--- config.mk ---
export PLATFORM = sky130hd
export DESIGN_NAME = lcdsd_driver
export DESIGN_NICKNAME = d
export VERILOG_FILES = /design/src/lcdsd_pkg.sv /design/src/lcdsd_driver.sv
export VERILOG_INCLUDE_DIRS = /design/src
export SDC_FILE = /design/constraint.sdc
export NUM_CORES = 1
export LEC_CHECK = 0
export BUFFER_PORTS_ARGS = -buffer_cell sky130_fd_sc_hd__buf_4
export CAP_MARGIN = 10
export CORE_MARGIN = 10
export CORE_UTILIZATION = 55
export DETAILED_ROUTE_END_ITERATION = 12
export GPL_ROUTABILITY_DRIVEN = 0
export PLACE_DENSITY = 0.81
export SYNTH_ARGS = -nofsm -noshare
export SYNTH_HDL_FRONTEND = slang
export SYNTH_SLANG_ARGS = --single-unit
--- constraint.sdc ---
create_clock -name core_clk -period 2.3 [get_ports core_clk]
set_input_delay 0.23 -clock core_clk [delete_from_list [all_inputs] [get_ports core_clk]]
set_output_delay 0.23 -clock core_clk [all_outputs]
set_load 0.05 [all_outputs]
--- src/lcdsd_regs.svh ---
// Constants of the segment LCD driver: sizes, field positions, reset values, drive levels
`ifndef LCDSD_REGS_SVH
`define LCDSD_REGS_SVH

// ----------------------------------------------------------------
// Panel geometry and pointer layout
// ----------------------------------------------------------------
`define LCDSD_SEG_COUNT        32
`define LCDSD_COM_COUNT        4
`define LCDSD_PTR_WIDTH        6
`define LCDSD_PTR_LOW_MSB      3
`define LCDSD_PTR_HIGH_MSB     5
`define LCDSD_PTR_HIGH_LSB     4
`define LCDSD_PTR_RESET        6'h00
`define LCDSD_RAM_RESET        4'h0

// ----------------------------------------------------------------
// Alternating-frequency divider: base divide by 64 shifted by select
// ----------------------------------------------------------------
`define LCDSD_DIV_BASE         10'h040
`define LCDSD_DIV_WIDTH        10
`define LCDSD_DIV_RESET        10'h000

// ----------------------------------------------------------------
// Drive level codes, 1/3 bias steps (0 = VSS, 3 = full LCD supply)
// ----------------------------------------------------------------
`define LCDSD_LEVEL_V0         2'h0
`define LCDSD_LEVEL_V1         2'h1
`define LCDSD_LEVEL_V2         2'h2
`define LCDSD_LEVEL_V3         2'h3

`endif

--- src/lcdsd_pkg.sv ---
// Types shared by the segment LCD driver and its surroundings
package lcdsd_pkg;

    // ----------------------------------------------------------------
    // Instruction strobes from the CPU core, one cycle each
    // ----------------------------------------------------------------
    typedef struct packed {
        logic       pointer_low_load;
        logic       pointer_high_load;
        logic       ram_write;
        logic       ram_read;
        logic       display_on_command;
        logic       display_off_command;
        logic [3:0] data;
    } lcdsd_cmd_type;

    // Read answer back to data RAM
    typedef struct packed {
        logic       valid;
        logic [3:0] data;
    } lcdsd_rsp_type;

    typedef logic [1:0] lcdsd_level_type;

endpackage

--- src/lcdsd_driver.sv ---
// Segment LCD controller/driver: pattern RAM, pointer, divider and bias waveforms
`timescale 1ns/1ps
`include "lcdsd_regs.svh"

module lcdsd_driver
    import lcdsd_pkg::*;
#(
    parameter int SEGS = `LCDSD_SEG_COUNT,
    parameter int COMS = `LCDSD_COM_COUNT
) (
    input  wire logic                  core_clk,
    input  wire logic                  sys_rst,
    input  wire logic                  slow_clk_pin,
    input  wire logic [1:0]            freq_select,
    input  wire lcdsd_cmd_type         cmd,
    output lcdsd_rsp_type              rsp,
    output lcdsd_level_type [COMS-1:0] com_level,
    output lcdsd_level_type [SEGS-1:0] seg_level,
    output logic                       display_enabled
);

    // ----------------------------------------------------------------
    // State
    // ----------------------------------------------------------------
    logic [2:0]                       slow_sync;
    logic [2:0]                       next_slow_sync;
    logic [`LCDSD_DIV_WIDTH-1:0]      div_cnt;
    logic [`LCDSD_DIV_WIDTH-1:0]      next_div_cnt;
    logic [1:0]                       phase;
    logic [1:0]                       next_phase;
    logic                             polarity;
    logic                             next_polarity;
    logic                             next_display_enabled;
    logic [`LCDSD_PTR_WIDTH-1:0]      display_ram_pointer;
    logic [`LCDSD_PTR_WIDTH-1:0]      next_pointer;
    logic [3:0]                       panel_pattern_ram [SEGS];
    logic [3:0]                       next_ram [SEGS];
    lcdsd_rsp_type                    next_rsp;
    lcdsd_level_type [COMS-1:0]       next_com_level;
    lcdsd_level_type [SEGS-1:0]       next_seg_level;
    logic                             slow_rise;
    logic                             af_tick;
    logic [`LCDSD_DIV_WIDTH-1:0]      divisor;

    // ----------------------------------------------------------------
    // Slow clock: two flops, then a third for edge detect only
    // ----------------------------------------------------------------
    assign next_slow_sync = {slow_sync[1:0], slow_clk_pin};
    assign slow_rise      = slow_sync[1] & ~slow_sync[2];

    // Divide slow edges down to the alternating frequency
    assign divisor = `LCDSD_DIV_WIDTH'(`LCDSD_DIV_BASE << freq_select);
    assign af_tick = slow_rise && (div_cnt == divisor - `LCDSD_DIV_WIDTH'(1));

    always_comb begin
        next_div_cnt  = div_cnt;
        next_phase    = phase;
        next_polarity = polarity;
        if (slow_rise) begin
            // Select change mid-count: wrap rather than run past the end
            if (div_cnt >= divisor - `LCDSD_DIV_WIDTH'(1)) begin
                next_div_cnt = `LCDSD_DIV_RESET;
            end else begin
                next_div_cnt = div_cnt + `LCDSD_DIV_WIDTH'(1);
            end
        end
        if (af_tick) begin
            next_phase = phase + 2'h1;
            if (phase == 2'h3) begin
                next_polarity = ~polarity;
            end
        end
    end

    always_ff @(posedge core_clk) begin
        if (sys_rst) begin
            slow_sync <= 3'h0;
            div_cnt   <= `LCDSD_DIV_RESET;
            phase     <= 2'h0;
            polarity  <= 1'b0;
        end else begin
            slow_sync <= next_slow_sync;
            div_cnt   <= next_div_cnt;
            phase     <= next_phase;
            polarity  <= next_polarity;
        end
    end

    // ----------------------------------------------------------------
    // Pointer, pattern RAM and display control
    // ----------------------------------------------------------------
    always_comb begin
        next_pointer         = display_ram_pointer;
        next_display_enabled = display_enabled;
        next_rsp             = '{valid: 1'b0, data: 4'h0};
        for (int k = 0; k < SEGS; k++) begin
            next_ram[k] = panel_pattern_ram[k];
        end
        if (cmd.pointer_low_load) begin
            next_pointer[`LCDSD_PTR_LOW_MSB:0] = cmd.data;
        end
        if (cmd.pointer_high_load) begin
            next_pointer[`LCDSD_PTR_HIGH_MSB:`LCDSD_PTR_HIGH_LSB] = cmd.data[1:0];
        end
        // Pointer values past the last nibble hit nothing: writes dropped, reads zero
        if (cmd.ram_write && !display_ram_pointer[5]) begin
            next_ram[display_ram_pointer[4:0]] = cmd.data;
        end
        if (cmd.ram_read) begin
            next_rsp.valid = 1'b1;
            next_rsp.data  = display_ram_pointer[5] ? 4'h0
                           : panel_pattern_ram[display_ram_pointer[4:0]];
        end
        // Off wins if both arrive together
        if (cmd.display_on_command) begin
            next_display_enabled = 1'b1;
        end
        if (cmd.display_off_command) begin
            next_display_enabled = 1'b0;
        end
    end

    always_ff @(posedge core_clk) begin
        if (sys_rst) begin
            display_ram_pointer <= `LCDSD_PTR_RESET;
            display_enabled     <= 1'b0;
            rsp                 <= '{valid: 1'b0, data: 4'h0};
            for (int k = 0; k < SEGS; k++) begin
                panel_pattern_ram[k] <= `LCDSD_RAM_RESET;
            end
        end else begin
            display_ram_pointer <= next_pointer;
            display_enabled     <= next_display_enabled;
            rsp                 <= next_rsp;
            for (int k = 0; k < SEGS; k++) begin
                panel_pattern_ram[k] <= next_ram[k];
            end
        end
    end

    // ----------------------------------------------------------------
    // Bias waveforms; off drives every electrode to VSS, no net field
    // ----------------------------------------------------------------
    always_comb begin
        for (int n = 0; n < COMS; n++) begin
            if (!display_enabled) begin
                next_com_level[n] = `LCDSD_LEVEL_V0;
            end else if (phase == 2'(n)) begin
                next_com_level[n] = polarity ? `LCDSD_LEVEL_V0 : `LCDSD_LEVEL_V3;
            end else begin
                next_com_level[n] = polarity ? `LCDSD_LEVEL_V2 : `LCDSD_LEVEL_V1;
            end
        end
        // Pattern fetched straight from RAM each cycle, no software copy
        for (int k = 0; k < SEGS; k++) begin
            if (!display_enabled) begin
                next_seg_level[k] = `LCDSD_LEVEL_V0;
            end else if (panel_pattern_ram[k][phase]) begin
                next_seg_level[k] = polarity ? `LCDSD_LEVEL_V3 : `LCDSD_LEVEL_V0;
            end else begin
                next_seg_level[k] = polarity ? `LCDSD_LEVEL_V1 : `LCDSD_LEVEL_V2;
            end
        end
    end

    always_ff @(posedge core_clk) begin
        if (sys_rst) begin
            com_level <= '0;
            seg_level <= '0;
        end else begin
            com_level <= next_com_level;
            seg_level <= next_seg_level;
        end
    end
endmodule

==> reports/metrics.yaml <==
tritoncts_num_sinks: 194
layout-drive-gt1-share_pct: 18.3
setup-tns-final_ps: 0
wl_per_cell_um: 19.0
drt-pass1-iter-count: 6
fmax_mhz: 472
viasPerCell: 6.06
initial_core_util_pct: 56.7
grt_max_degree: 68
finalCritPeriodShare_pct: 92.1
globalRouteOverflowTotal: 0
die_h_um: 151
rr_worst_depth: 4
ys_ff_latch: 194
maxCapViolCount: 0
die_x_um: 151
area_growth_syn_to_layout_pct: 13.5
synth_compound_area_share_pct: 11.0
finalMaxSlewViolations: 0
fin_skew_ps: 7.57
crit_path_max_fanout: 25
holdPathStages: 3
cp.required_ps: 2620
drt_iter0_markers: 801
async_flop_share_pct: 0
hold_class: "in -> reg"
drc: 0
synth_edf_count: 0
cts_tree: "yes"
maxSlewHeadroom_pct: 40.6
hold-worst-slack_ps: 56.1
clkTransAtPathRegs_ps: 70
rsz0062_at_grt: "false"
max-vdd-ir-drop_uv: 554
design.core.area_mm2: 0.0167
ys_seq_area_share_pct: 41.0
leakage_nw: 3.78
grt_pass1_wl_um: 38900
netlist_instances: 1043
antenna_found_initial: 0
yosys.area_share.adder_pct: 1.19
synth_area_mm2: 0.00946
cp_slowest_stage_delay_ps: 850
yosys.area_share.simple_pct: 16.8
via_count: 7813
cts_buffers: 17
min_period_ps: 2120
fin_nets: 1081
rows: 47
cts_max_level: 4
synth_top_family_by_area: "multiplexers"
syn-num-nets: 1067
clk_latency_ps: 440
dp_hpwl_um: 16100
finalHoldViolations: 0
ios: 93
drt-total-wl_um: 24600
cts.path.max_buffers: 2
cp-end-kind: "register"
yosys-mux-area-fraction_pct: 18.6
worst_slew_pin_slew_ps: 890
criticalPathCategory: "reg -> reg"
io_buffers: 92
root_buffer: "clkbuf_16"
syn_avg_cell_area_um2: 9.07
ys_warn_count: 0
setup_viol: 0
place_inst: 1256
ys.flop_type: "dfxtp_1"
fin_cells: 1290
status: "finished, final reports clean"
grt_pass1_vias: 7357
die_area_mm2: 0.0229
critPathArrivalTime_ps: 2440
crit_chain: "nand2_1 > nor3_2 > mux2i_1 > nor2_1"
slowest_stage: "dfxtp_1"
antenna_left: 0
start_kind: "register"
p_per_area_mw_per_mm2: 655
insertedDiodeCount: 0
ys_types: 41
synth_xor_area_share_pct: 4.35
grt_use_total_pct: 21.2
==> sequential cells by signal, summed over array words and instances (netlist names) <==
signal and cells:
panel_pattern_ram 128, display_enabled 1, slow_sync 3, div_cnt 10, display_ram_pointer 6, polarity 1
rsp 5, seg_level 33, phase 2, com_level 5
==> kinds of logic (layout without fill, tap and decap cells) <==
logic type	after synthesis	after routing
and+or+nand+nor	330	330
DFF	194	194
AOI/OAI and AO/OA	193	193
muxes	136	136
buffers and inverters	133	160
xor gates and xnor gates	47	47
adders and majority gates	9	9
other	1	1
==> metal layers <==
metal	track usage, %	vias to the layer above	wire length [um]
met5	0	-	0
met4	8.13	0	565
met3	4.18	42	1890
met2	33.9	346	11700
met1	27.7	3762	10400
li1	-	3663	-
==> cell usage in the layout, fill, tap and decap left out, types with 4 or more instances in the layout <==
| cell type | count |
|---|---|
| clkbuf_8 | 4 |
| nand3_1 | 55 |
| nor2_1 | 103 |
| o21ai_0 | 48 |
| o22ai_1 | 32 |
| xnor2_1 | 41 |
| inv_1 | 4 |
| or4bb_1 | 4 |
| a211oi_1 | 10 |
| nand4bb_1 | 4 |
| mux2i_1 | 104 |
| nand4b_1 | 6 |
| dfxtp_1 | 192 |
| nand4_1 | 6 |
| a31oi_1 | 4 |
| nor3_1 | 4 |
| or4b_1 | 5 |
| nand2_1 | 114 |
| a21oi_1 | 96 |
| nor2b_1 | 5 |
| nor4_1 | 5 |
| buf_12 | 6 |
| buf_4 | 115 |
| clkbuf_16 | 17 |
| mux4_2 | 32 |
| ha_1 | 9 |
| xor2_1 | 6 |
==> metrics by stage <==
stage	setup WS [ps]	utilization [%]	power, W	area [um^2]
finish	182	64.3	0.00703	10700
global route	21.2	64.3	0.00723	10700
CTS	217	64.2	0.00705	10700
detailed placement	234	60.5	0.00404	10100
global placement	301	60.5	0.00403	10100
floorplan	589	-	0.00389	9460
==> synthesized netlist by cell type (3+ instances only) <==
master	number	share of area, %
nand4bb_1	4	0.48
inv_1	4	0.16
nand4b_1	6	0.56
a211oi_1	10	0.79
nand2_1	114	4.5
or4bb_1	4	0.48
buf_2	23	1.2
o21ai_0	48	2.5
ha_1	9	1.2
nor2_1	103	4.1
buf_4	35	2.8
xor2_1	6	0.56
nor3_2	3	0.32
nor3_1	5	0.26
dfxtp_1	194	41
o22ai_1	32	2.1
or4b_1	5	0.53
nand3_1	55	2.9
nor2b_1	5	0.33
nand4_1	6	0.40
a31oi_1	4	0.26
nor4_1	5	0.33
clkbuf_1	67	2.7
mux4_2	32	7.6
buf_1	3	0.12
xnor2_1	41	3.8
mux2i_1	104	11
a21oi_1	96	5.1
==> worst max-delay path: cells and delay by family (launching register included) <==
| family | cells | cell delay, ps |
|---|---|---|
| simple gates | 3 | 900 |
| mux | 1 | 240 |
| flops | 1 | 850 |
==> cell type report <==
cell class                 instances  area, um^2
clock buffer                      23         488
clock inverter                     9         121
fill                            1355        5960
inverter                           5        18.8
multi-input combinational        716        4940
sequential                       194        3890
tap                              220         275
timing repair buffer             123        1000
==> final timing paths <==
| path | from | endpoint | slack [ps] |
|---|---|---|---|
| max | display_ram_pointer[2]$_SDFFE_PP0P_ | panel_pattern_ram[22][0]$_SDFFE_PP0P_ | 180 |
| min | cmd[5] | display_enabled$_SDFFE_PP0P_ | 60 |
| max reg2reg | display_ram_pointer[2]$_SDFFE_PP0P_ | panel_pattern_ram[22][0]$_SDFFE_PP0P_ | 180 |
| min reg2reg | slow_sync[0]$_SDFF_PP0_ | slow_sync[1]$_SDFF_PP0_ | 440 |
==> power by group <==
part	total [W]	switching [W]	internal [W]
clock	0.00305	0.00132	0.00173
combinational	0.000523	0.000353	0.000170
sequential	0.00345	0.0000512	0.00340
==> what timing repair did <==
item	in CTS	in global routing
endpoints found under the setup margin	0	5
hold buffers	2	0
gates resized for setup	0	1
hold endpoints to repair	2	0
setup buffers	0	0
Power figures use the tool's default switching activity.
